--- src/hdl/fbrp_pkg.sv ---
// Constants, types and helpers for the flash burst read port
package fbrp_pkg;
  localparam int ADDR_W     = 24;
  localparam int WORD_W     = 16;
  localparam int RADDR_W    = 4;
  localparam int FIFO_DEPTH = 16;
  localparam int LVL_W      = 5;
  localparam int SLP_W      = 5;

  localparam logic [3:0] REG_CFG   = 4'h0;
  localparam logic [3:0] REG_STAT  = 4'h4;
  localparam logic [3:0] REG_START = 4'h8;

  localparam int CFG_WS_LSB   = 0;
  localparam int CFG_MODE_LSB = 3;
  localparam int CFG_RTB_BIT  = 5;
  localparam int CFG_BDLY_LSB = 8;
  localparam int ST_SLEEP_BIT = 0;
  localparam int ST_BUSY_BIT  = 1;
  localparam int ST_EMPTY_BIT = 2;
  localparam int ST_LVL_LSB   = 4;

  localparam logic [2:0] CFG_WS_RST   = 3'h5;
  localparam logic [1:0] CFG_MODE_RST = 2'h0;
  localparam logic       CFG_RTB_RST  = 1'h1;
  localparam logic [1:0] CFG_BDLY_RST = 2'h1;

  localparam logic [2:0] WS_MIN   = 3'h2;
  localparam logic [2:0] WS_MAX   = 3'h7;
  localparam logic [ADDR_W-1:0] LIN8_LEN = 24'h000008;

  // Automatic sleep: address stable for access time plus margin, rounded up
  localparam int CLK_PERIOD_NS  = 5;
  localparam int T_ACC_NS       = 80;
  localparam int SLEEP_EXTRA_NS = 20;
  localparam int SLEEP_CYC =
    (T_ACC_NS + SLEEP_EXTRA_NS + CLK_PERIOD_NS - 1) / CLK_PERIOD_NS;

  typedef enum logic [1:0] {FBRP_CONT, FBRP_WRAP8, FBRP_LIN8, FBRP_RSVD} fbrp_mode_t;
  typedef enum logic [1:0] {P_IDLE, P_LAT, P_DATA} fbrp_state_t;

  function automatic logic [ADDR_W-1:0] word_addr(
    input logic [ADDR_W-1:0] start,
    input logic [ADDR_W-1:0] idx,
    input fbrp_mode_t        mode);
    logic [2:0] low;
    low = start[2:0] + idx[2:0];
    if (mode == FBRP_WRAP8) begin
      word_addr = {start[ADDR_W-1:3], low};
    end else begin
      word_addr = start + idx;
    end
  endfunction

  function automatic logic [2:0] clamp_ws(input logic [2:0] ws);
    clamp_ws = (ws < WS_MIN) ? WS_MIN : ws;
  endfunction
endpackage

--- src/hdl/fbrp_port.sv ---
// Burst read port of a parallel flash: pin sequencing, fetch, sleep, registers
//
// Overview of operation
// - Start address taken on first strobed edge
// - Initial latency programmable, two to seven
// - Ready low for delays at start plus 1-3
// - Wrapped 8-word burst stays in group
// - Unwrapped 8-word burst crosses group boundary
// - Ready timing bit zero: ready one early
// - Sleep after stable address; wake on change
//
// The implementer's own choices: the strobed register port and the address map.
`timescale 1ns/100ps
`default_nettype none
module fbrp_port (
  input  wire logic                         core_clk,
  input  wire logic                         rst_b,
  input  wire logic                         burst_clk,
  input  wire logic                         chip_enable_n,
  input  wire logic                         address_valid_strobe_n,
  input  wire logic                         output_enable_n,
  input  wire logic [fbrp_pkg::ADDR_W-1:0]  addr_in,
  output logic      [fbrp_pkg::WORD_W-1:0]  data_out,
  output logic                              data_oe_n,
  output logic                              ready,
  output logic                              sleep,
  output logic                              array_rd,
  output logic      [fbrp_pkg::ADDR_W-1:0]  array_addr,
  input  wire logic [fbrp_pkg::WORD_W-1:0]  array_rdata,
  input  wire logic [fbrp_pkg::RADDR_W-1:0] reg_addr,
  input  wire logic [31:0]                  reg_wdata,
  input  wire logic                         reg_wr,
  input  wire logic                         reg_rd,
  output logic      [31:0]                  reg_rdata
);
  import fbrp_pkg::*;

  logic [2:0]        ws_q;
  fbrp_mode_t        mode_q;
  logic              rtb_q;
  logic [1:0]        bdly_q;
  logic [2:0]        ws_eff;

  logic              bclk_q;
  logic              pin_edge;
  logic              start_evt;
  fbrp_state_t       state_q;
  logic              armed_q;
  logic              plan_q;
  logic              ready_q;
  logic              dlyd_q;
  logic [2:0]        lat_q;
  logic [1:0]        dly_q;
  logic [ADDR_W-1:0] idx_q;
  logic [ADDR_W-1:0] start_q;
  logic [WORD_W-1:0] data_out_q;
  logic              data_oe_n_q;

  logic              pop;
  logic [ADDR_W-1:0] idx_d;
  logic [ADDR_W-1:0] nxt_addr;
  logic              left;
  logic              avail;
  logic              bnd;
  logic              gate;
  logic              plan_d;

  logic              f_on_q;
  logic [ADDR_W-1:0] f_idx_q;
  logic              pend_q;
  logic              array_rd_q;
  logic [ADDR_W-1:0] array_addr_q;
  logic              f_left;
  logic              flush;

  logic              fifo_in_ready;
  logic              fifo_out_valid;
  logic [WORD_W-1:0] fifo_dout;
  logic [LVL_W-1:0]  fifo_lvl;

  logic [ADDR_W-1:0] addr_prev_q;
  logic [SLP_W-1:0]  stab_q;
  logic              sleep_q;
  logic [31:0]       rdata_q;
  logic [31:0]       rdata_d;

  assign data_out   = data_out_q;
  assign data_oe_n  = data_oe_n_q;
  assign ready      = ready_q;
  assign sleep      = sleep_q;
  assign array_rd   = array_rd_q;
  assign array_addr = array_addr_q;
  assign reg_rdata  = rdata_q;

  // Configuration register
  always_ff @(posedge core_clk or negedge rst_b) begin
    if (!rst_b) begin
      ws_q   <= CFG_WS_RST;
      mode_q <= fbrp_mode_t'(CFG_MODE_RST);
      rtb_q  <= CFG_RTB_RST;
      bdly_q <= CFG_BDLY_RST;
    end else if (reg_wr && reg_addr == REG_CFG) begin
      ws_q   <= reg_wdata[CFG_WS_LSB +: 3];
      mode_q <= fbrp_mode_t'(reg_wdata[CFG_MODE_LSB +: 2]);
      rtb_q  <= reg_wdata[CFG_RTB_BIT];
      bdly_q <= reg_wdata[CFG_BDLY_LSB +: 2];
    end
  end

  assign ws_eff = clamp_ws(ws_q);

  // Burst clock edge detect; inputs are synchronous to core_clk
  always_ff @(posedge core_clk or negedge rst_b) begin
    if (!rst_b) begin
      bclk_q <= 1'b0;
    end else begin
      bclk_q <= burst_clk;
    end
  end

  assign pin_edge  = burst_clk & ~bclk_q & ~chip_enable_n;
  assign start_evt = pin_edge & ~address_valid_strobe_n & ~armed_q;

  // Strobe stays armed until it or chip enable goes high, so later edges never recapture
  always_ff @(posedge core_clk or negedge rst_b) begin
    if (!rst_b) begin
      armed_q <= 1'b0;
    end else if (address_valid_strobe_n || chip_enable_n) begin
      armed_q <= 1'b0;
    end else if (start_evt) begin
      armed_q <= 1'b1;
    end
  end

  // Decision for the coming edge is made one edge early
  always_comb begin
    pop      = pin_edge & plan_q;
    idx_d    = idx_q + {{(ADDR_W-1){1'b0}}, pop};
    nxt_addr = word_addr(start_q, idx_d, mode_q);
    left     = (mode_q != FBRP_WRAP8 && mode_q != FBRP_LIN8) || (idx_d < LIN8_LEN);
    avail    = (fifo_lvl > LVL_W'(1)) || (fifo_lvl == LVL_W'(1) && !pop);
    bnd      = (idx_d >= 24'h000001) && (idx_d <= 24'h000003) &&
               (nxt_addr[3:0] == 4'h0) && !dlyd_q && (bdly_q != 2'h0);
    if (state_q == P_LAT) begin
      gate = (lat_q == 3'h1);
    end else if (dly_q != 2'h0) begin
      gate = (dly_q == 2'h1);
    end else begin
      gate = (state_q == P_DATA);
    end
    plan_d = gate && !bnd && left && avail;
  end

  // Pin-side burst sequencer
  always_ff @(posedge core_clk or negedge rst_b) begin
    if (!rst_b) begin
      state_q <= P_IDLE;
      plan_q  <= 1'b0;
      ready_q <= 1'b0;
      lat_q   <= 3'h0;
      dly_q   <= 2'h0;
      dlyd_q  <= 1'b0;
      idx_q   <= '0;
      start_q <= '0;
    end else if (chip_enable_n) begin
      state_q <= P_IDLE;
      plan_q  <= 1'b0;
      ready_q <= 1'b0;
    end else if (start_evt) begin
      start_q <= addr_in;
      state_q <= P_LAT;
      lat_q   <= 3'(ws_eff - 3'h1);
      plan_q  <= 1'b0;
      ready_q <= 1'b0;
      dly_q   <= 2'h0;
      dlyd_q  <= 1'b0;
      idx_q   <= '0;
    end else if (pin_edge && state_q != P_IDLE) begin
      idx_q  <= idx_d;
      plan_q <= plan_d;
      ready_q <= rtb_q ? pop : plan_d;
      if (lat_q != 3'h0) begin
        lat_q <= 3'(lat_q - 3'h1);
      end
      if (state_q == P_LAT && lat_q == 3'h1) begin
        state_q <= P_DATA;
      end
      if (bnd) begin
        dly_q  <= bdly_q;
        dlyd_q <= 1'b1;
      end else if (dly_q != 2'h0) begin
        dly_q <= 2'(dly_q - 2'h1);
      end
    end
  end

  // Output word changes only on a valid edge
  always_ff @(posedge core_clk or negedge rst_b) begin
    if (!rst_b) begin
      data_out_q  <= '0;
      data_oe_n_q <= 1'b1;
    end else begin
      data_oe_n_q <= chip_enable_n | output_enable_n;
      if (pop) begin
        data_out_q <= fifo_dout;
      end
    end
  end

  // Array fetch ahead of the pins; stalls when the FIFO nears full
  assign flush  = start_evt | chip_enable_n;
  assign f_left = (mode_q != FBRP_WRAP8 && mode_q != FBRP_LIN8) || (f_idx_q < LIN8_LEN);

  always_ff @(posedge core_clk or negedge rst_b) begin
    if (!rst_b) begin
      f_on_q       <= 1'b0;
      f_idx_q      <= '0;
      pend_q       <= 1'b0;
      array_rd_q   <= 1'b0;
      array_addr_q <= '0;
    end else if (flush) begin
      f_on_q     <= start_evt;
      f_idx_q    <= '0;
      pend_q     <= 1'b0;
      array_rd_q <= 1'b0;
    end else begin
      pend_q     <= array_rd_q;
      array_rd_q <= 1'b0;
      if (f_on_q && f_left && !array_rd_q && !pend_q &&
          fifo_in_ready && fifo_lvl < LVL_W'(FIFO_DEPTH - 1)) begin
        array_rd_q   <= 1'b1;
        array_addr_q <= word_addr(start_q, f_idx_q, mode_q);
        f_idx_q      <= f_idx_q + 24'h000001;
      end
    end
  end

  fbrp_fifo #(
    .WIDTH (WORD_W),
    .DEPTH (FIFO_DEPTH)
  ) fbrp_fifo_inst (
    .core_clk  (core_clk),
    .rst_b     (rst_b),
    .flush     (flush),
    .in_valid  (pend_q),
    .in_ready  (fifo_in_ready),
    .in_data   (array_rdata),
    .out_valid (fifo_out_valid),
    .out_ready (pop),
    .out_data  (fifo_dout),
    .level     (fifo_lvl)
  );

  // Automatic sleep on a stable address
  always_ff @(posedge core_clk or negedge rst_b) begin
    if (!rst_b) begin
      addr_prev_q <= '0;
      stab_q      <= '0;
      sleep_q     <= 1'b0;
    end else begin
      addr_prev_q <= addr_in;
      if (addr_in != addr_prev_q) begin
        stab_q  <= '0;
        sleep_q <= 1'b0;
      end else if (stab_q == SLP_W'(SLEEP_CYC)) begin
        sleep_q <= 1'b1;
      end else begin
        stab_q <= SLP_W'(stab_q + 1'b1);
      end
    end
  end

  // Register read; unmapped addresses read zero
  always_comb begin
    rdata_d = 32'h00000000;
    case (reg_addr)
      REG_CFG: begin
        rdata_d[CFG_WS_LSB +: 3]   = ws_q;
        rdata_d[CFG_MODE_LSB +: 2] = mode_q;
        rdata_d[CFG_RTB_BIT]       = rtb_q;
        rdata_d[CFG_BDLY_LSB +: 2] = bdly_q;
      end
      REG_STAT: begin
        rdata_d[ST_SLEEP_BIT]        = sleep_q;
        rdata_d[ST_BUSY_BIT]         = (state_q != P_IDLE);
        rdata_d[ST_EMPTY_BIT]        = !fifo_out_valid;
        rdata_d[ST_LVL_LSB +: LVL_W] = fifo_lvl;
      end
      REG_START: begin
        rdata_d[ADDR_W-1:0] = start_q;
      end
      default: begin
        rdata_d = 32'h00000000;
      end
    endcase
  end

  always_ff @(posedge core_clk or negedge rst_b) begin
    if (!rst_b) begin
      rdata_q <= 32'h00000000;
    end else if (reg_rd) begin
      rdata_q <= rdata_d;
    end else begin
      rdata_q <= 32'h00000000;
    end
  end
endmodule
`default_nettype wire

--- src/hdl/fbrp_fifo.sv ---
// Word FIFO between array fetch and pin output
`timescale 1ns/100ps
`default_nettype none
module fbrp_fifo #(
  parameter int WIDTH = 16,
  parameter int DEPTH = 16
) (
  input  wire logic                       core_clk,
  input  wire logic                       rst_b,
  input  wire logic                       flush,
  input  wire logic                       in_valid,
  output logic                            in_ready,
  input  wire logic [WIDTH-1:0]           in_data,
  output logic                            out_valid,
  input  wire logic                       out_ready,
  output logic [WIDTH-1:0]                out_data,
  output logic [$clog2(DEPTH):0]          level
);
  localparam int PW = $clog2(DEPTH);

  logic [WIDTH-1:0] mem_q [DEPTH];
  logic [PW-1:0]    wr_q;
  logic [PW-1:0]    rd_q;
  logic [PW:0]      cnt_q;
  logic             push;
  logic             pop;

  assign in_ready  = (cnt_q != (PW+1)'(DEPTH));
  assign out_valid = (cnt_q != '0);
  assign out_data  = mem_q[rd_q];
  assign level     = cnt_q;
  assign push      = in_valid & in_ready;
  assign pop       = out_valid & out_ready;

  always_ff @(posedge core_clk) begin
    if (push) begin
      mem_q[wr_q] <= in_data;
    end
  end

  always_ff @(posedge core_clk or negedge rst_b) begin
    if (!rst_b) begin
      wr_q  <= '0;
      rd_q  <= '0;
      cnt_q <= '0;
    end else if (flush) begin
      wr_q  <= '0;
      rd_q  <= '0;
      cnt_q <= '0;
    end else begin
      if (push) begin
        wr_q <= PW'(wr_q + 1'b1);
      end
      if (pop) begin
        rd_q <= PW'(rd_q + 1'b1);
      end
      cnt_q <= (PW+1)'(cnt_q + push - pop);
    end
  end
endmodule
`default_nettype wire

--- config.mk ---
export PLATFORM = sky130hd
export DESIGN_NAME = fbrp_port
export DESIGN_NICKNAME = d
export VERILOG_FILES = /design/src/hdl/fbrp_pkg.sv /design/src/hdl/fbrp_port.sv /design/src/hdl/fbrp_fifo.sv
export SDC_FILE = /design/constraint.sdc
export NUM_CORES = 1
export LEC_CHECK = 0
export BUFFER_PORTS_ARGS = -buffer_cell sky130_fd_sc_hd__buf_4
export CAP_MARGIN = 0
export CORE_MARGIN = 4
export CORE_UTILIZATION = 55
export CTS_CLUSTER_DIAMETER = 40
export DETAILED_ROUTE_END_ITERATION = 8
export HOLD_SLACK_MARGIN = 0.1
export PLACE_DENSITY = 0.83
export SLEW_MARGIN = 15
export SYNTH_ARGS = -nofsm -noshare
export SYNTH_HDL_FRONTEND = slang
export SYNTH_SLANG_ARGS = --single-unit
export TNS_END_PERCENT = 10
--- constraint.sdc ---
create_clock -name core_clk -period 4.2 [get_ports core_clk]
set_input_delay 0.21 -clock core_clk [delete_from_list [all_inputs] [get_ports core_clk]]
set_output_delay 0.21 -clock core_clk [all_outputs]
set_load 0.02 [all_outputs]
==> metrics.txt <==
# TYPE chip_impl_metric gauge
chip_impl_info{name="status",value="finished clean"} 1
chip_impl_metric{name="synth.cell_area",unit="sq mm"} 0.02037
chip_impl_metric{name="yosysTopAreaCellShare",unit="%"} 37.74
chip_impl_metric{name="largest_net_degree_at_the_start_of_global_routing",unit=""} 116
chip_impl_metric{name="vias_per_cell",unit=""} 5.922
chip_impl_info{name="timing.critical_path.from_type",value="register"} 1
chip_impl_metric{name="synth.lib_cells_used.distinct",unit=""} 70
chip_impl_metric{name="number_of_enable_type_register_cells_in_the_synthesized_netlist",unit=""} 256
chip_impl_info{name="busiest_layer",value="met2"} 1
chip_impl_metric{name="synth_cells",unit=""} 1510
chip_impl_metric{name="layout.nets",unit=""} 1867
chip_impl_metric{name="core_region_area",unit="sq mm"} 0.03661
chip_impl_metric{name="place.detailed.hpwl",unit="microns"} 30030
chip_impl_info{name="critical_path.endpoint_type",value="register"} 1
chip_impl_metric{name="met1_usage",unit="%"} 33.06
chip_impl_metric{name="synth-seq-cells",unit=""} 459
chip_impl_metric{name="synth_async_sr_flop_share",unit="%"} 44.23
chip_impl_metric{name="antenna_left",unit=""} 0
chip_impl_metric{name="grt.met2_usage",unit="%"} 42.24
chip_impl_metric{name="power.density",unit="mW/mm^2"} 461.4
chip_impl_metric{name="largest_fanout_on_the_critical_path",unit=""} 5
chip_impl_metric{name="clk_pin_slew",unit="ps"} 60
chip_impl_info{name="synth-main-ff-cell",value="sky130_fd_sc_hd__edfxtp_1"} 1
chip_impl_info{name="cts_root_buffer",value="sky130_fd_sc_hd__clkbuf_16"} 1
chip_impl_metric{name="worst_hold_slack",unit="ps"} 174.2
chip_impl_metric{name="place_congestion",unit=""} 0.8552
chip_impl_metric{name="final-seq-area",unit="sq mm"} 0.01278
chip_impl_metric{name="area_growth_syn_to_layout",unit="%"} 20.36
chip_impl_info{name="yosysTopAreaCell",value="sky130_fd_sc_hd__edfxtp_1"} 1
chip_impl_metric{name="worst-endpoint-required",unit="ps"} 4730
chip_impl_metric{name="slowest_delay",unit="ps"} 460
chip_impl_metric{name="number_of_placement_rows",unit=""} 70
chip_impl_metric{name="via_count",unit=""} 13280
chip_impl_info{name="worst_path_max_delay_cell",value="sky130_fd_sc_hd__or4_1"} 1
chip_impl_metric{name="cts_max_level",unit=""} 2
chip_impl_metric{name="dpl_worst_slack",unit="ps"} 527.5
chip_impl_metric{name="number_of_global_route_vias_before_repair",unit=""} 13720
chip_impl_metric{name="drv.max_cap_violation_count",unit=""} 0
chip_impl_metric{name="chipWidth",unit="microns"} 200.4
chip_impl_metric{name="post-route-min-period",unit="ps"} 3715
chip_impl_metric{name="cp.arrival",unit="ps"} 4250
chip_impl_metric{name="reg2reg_depth",unit=""} 16
chip_impl_info{name="criticalPathCategory",value="reg -> reg"} 1
chip_impl_metric{name="io_buffer_count",unit=""} 127
chip_impl_metric{name="clock-sinks",unit=""} 459
chip_impl_metric{name="leakage",unit="uW"} 0.009836
chip_impl_metric{name="layout_cells_sized_above_1",unit="%"} 21.53
chip_impl_metric{name="drc",unit=""} 0
chip_impl_metric{name="layout_setup_ws",unit="ps"} 484.6
chip_impl_metric{name="route.detailed.wl_per_inst",unit="microns"} 22.24
chip_impl_metric{name="place_inst",unit=""} 2077
chip_impl_metric{name="cts_made_buffers",unit=""} 57
chip_impl_metric{name="cts_max_path_buffers",unit=""} 3
chip_impl_metric{name="fillerInstances",unit=""} 2338
chip_impl_metric{name="worst_clock_skew",unit="ps"} 19.73
chip_impl_metric{name="synth_warnings",unit=""} 0
chip_impl_metric{name="die_height",unit="microns"} 200.4
chip_impl_metric{name="initial_drc_count",unit=""} 1087
chip_impl_info{name="synthMostInstantiatedCell",value="sky130_fd_sc_hd__edfxtp_1"} 1
chip_impl_metric{name="crit_cells",unit=""} 16
chip_impl_metric{name="pin_count",unit=""} 160
chip_impl_metric{name="setup_total_negative_slack",unit="ps"} 0
chip_impl_metric{name="instances_no_fill",unit=""} 2242
chip_impl_info{name="synth.cells.most_frequent",value="sky130_fd_sc_hd__edfxtp_1 (256), sky130_fd_sc_hd__nand2_1 (204), sky130_fd_sc_hd__dfrtp_1 (198)"} 1
chip_impl_metric{name="number_of_antenna_violations_at_the_first_check_in_global_routing",unit=""} 2
chip_impl_metric{name="setup_viol_count_final",unit=""} 0
chip_impl_info{name="synth.top_cells.by_area",value="sky130_fd_sc_hd__edfxtp_1 (38%), sky130_fd_sc_hd__dfrtp_1 (24%), sky130_fd_sc_hd__mux4_2 (8.8%)"} 1
chip_impl_info{name="worst_hold_startpoint",value="reg_rd"} 1
chip_impl_metric{name="antenna_cells",unit=""} 0
chip_impl_metric{name="hold-path-cell-count",unit=""} 3
chip_impl_metric{name="post-route-period-util",unit="%"} 88.46
chip_impl_metric{name="grt_util_all_layers",unit="%"} 24.75
chip_impl_metric{name="synth_seq_area_share",unit="%"} 62.71
chip_impl_metric{name="worst_pin_slew",unit="ps"} 1105
chip_impl_metric{name="max_freq",unit="MHz"} 269.2
chip_impl_metric{name="firstDrtPassIters",unit=""} 7
chip_impl_metric{name="hold_viol_final",unit=""} 0
chip_impl_metric{name="grt-ovfl-total",unit=""} 0
chip_impl_info{name="cp_cell_sequence",value="nand2b_1 > nor2_1 > nand2_1 > clkinv_1 > ha_1 > xor2_1 > ha_1 > a21o_1 > a21oi_1 > xnor2_1 > nor2_1 > xor2_1 > or4_1 > nand2b_1 > a221oi_1 > o31a_1"} 1
chip_impl_metric{name="die_area",unit="sq mm"} 0.04018
chip_impl_info{name="rr_startpoint",value="bclk_q$_DFF_PN0_"} 1
chip_impl_metric{name="worst_skew_pair.late_latency",unit="ps"} 610
chip_impl_metric{name="drt-total-wl",unit="microns"} 49860
chip_impl_metric{name="starting_density",unit="%"} 55.64
chip_impl_info{name="rsz0062_at_grt",value="false"} 1
chip_impl_metric{name="groute.layer.met3.usage",unit="%"} 4.136
chip_impl_metric{name="vdd.ir_drop.worst",unit="V"} 0.0004128
chip_impl_info{name="cpLargestDelayFamily",value="simple AND/OR/NAND/NOR gates"} 1
chip_impl_metric{name="post_cts_resize_count",unit=""} 0
chip_impl_metric{name="multi_input_area",unit="sq mm"} 0.007183
chip_impl_info{name="min_path_type",value="in -> reg"} 1
chip_impl_metric{name="wp_buf_inv",unit=""} 1
chip_impl_info{name="cts_tree",value="yes"} 1
chip_impl_metric{name="drv_slew",unit=""} 0
chip_impl_metric{name="grt_pass1_wl",unit="microns"} 78540
chip_impl_metric{name="max_slew_margin",unit="%"} 26.30
chip_impl_info{name="timing.critical_path.from",value="bclk_q$_DFF_PN0_"} 1
chip_impl_metric{name="synth.avg_cell_area",unit="sq um"} 13.49
==> path summary, 6_finish.rpt <==
kind                                                end  slack (ps)
worst max-delay path               dly_q[1]$_DFFE_PN0P_         480
worst min-delay path             reg_rdata[7]$_DFF_PN0_         170
worst max register to register     dly_q[1]$_DFFE_PN0P_         480
worst min register to register       f_on_q$_DFFE_PN0N_         480
max in group asynchronous           data_oe_n$_DFF_PN1_        2740
min in group asynchronous       start_q[19]$_DFFE_PN0P_         330
==> logic make-up after synthesis <==
kind of cell	Yosys count	synth area share, %
and+or+nand+nor	492	11.38
DFF	459	62.71
AOI/OAI and AO/OA	186	5.547
buffers and inverters	109	2.279
muxes	104	10.07
xor gates and xnor gates	102	4.386
adders and majority gates	57	3.612
other	1	0.01841
==> sequential cells by signal, summed over array words and instances (netlist names), 2 cells and up <==
register / count
fbrp_fifo_inst.mem_q: 256
addr_prev_q: 24
array_addr: 24
f_idx_q: 24
idx_q: 24
reg_rdata: 24
start_q: 24
data_out: 16
fbrp_fifo_inst.level: 5
stab_q: 5
fbrp_fifo_inst.rd_q: 4
fbrp_fifo_inst.wr_q: 4
lat_q: 3
ws_q: 3
bdly_q: 2
dly_q: 2
mode_q: 2
state_q: 2
==> cell type report <==
type                    count  share of cell area, %
clock buffers              63                  6.084
clock inverters            44                  2.011
inverters                  40                 0.6125
multi-input cells         949                  29.30
flip-flops and latches    459                  52.13
well taps                 468                  2.389
repair buffers            219                  7.477
==> cells in the final DEF (no fill, tap or decap), drive strengths merged, types with 16 or more instances in the layout <==
cell and instances:
edfxtp 256, nand2 206, dfrtp 198, buf 160
nor2 124, mux4 80, a21oi 70, clkbuf 64
dlygate4sd3 58, xor2 55, ha 54, inv 50
o21ai 49, xnor2 47, nand3 33, and3 21
nor3 21, nand4 20, clkinv 18, mux2i 17
and2 16
==> per-layer routing <==
layer	share of wire, %	up-vias	wire [microns]
met5	0.040	-	20
met3	7.2	107	3579
met4	2.6	4	1307
li1	-	5940	-
met1	39	6663	19500
met2	51	564	25460
==> through the flow <==
stage,utilization [%],cell area (sq um),total power [uW]
2_1_floorplan,-,20390,5763
3_3_place_gp,59.96,21950,6193
3_5_place_dp,59.96,21950,6237
4_1_cts,66.96,24510,11340
5_1_grt,66.96,24510,11690
6_report,66.96,24510,11310
==> worst register-to-register path, cell delays in order (launching register included) <==
cell                       delay (ps)
sky130_fd_sc_hd__dfrtp_1          350
sky130_fd_sc_hd__nand2b_1         200
sky130_fd_sc_hd__nor2_1           230
sky130_fd_sc_hd__nand2_1          110
sky130_fd_sc_hd__clkinv_1         110
sky130_fd_sc_hd__ha_1             250
sky130_fd_sc_hd__xor2_1           280
sky130_fd_sc_hd__ha_1             280
sky130_fd_sc_hd__a21o_1           180
sky130_fd_sc_hd__a21oi_1          170
sky130_fd_sc_hd__xnor2_1          130
sky130_fd_sc_hd__nor2_1            60
sky130_fd_sc_hd__xor2_1           160
sky130_fd_sc_hd__or4_1            460
sky130_fd_sc_hd__nand2b_1         210
sky130_fd_sc_hd__a221oi_1         290
sky130_fd_sc_hd__o31a_1           180
==> where the power goes <==
group / leakage (uW) / total, uW / switching, uW / internal [uW]
sequential: 0.00498 / 5190 / 222 / 4970
clock: 0.000953 / 5070 / 1980 / 3090
combinational: 0.00391 / 1050 / 615 / 437
==> timing repair <==
item | in CTS | in global routing
setup buffers | 0 | 0
hold buffers | 58 | 0
endpoints found under the hold margin | 439 | 0
Power figures use the tool's default switching activity.
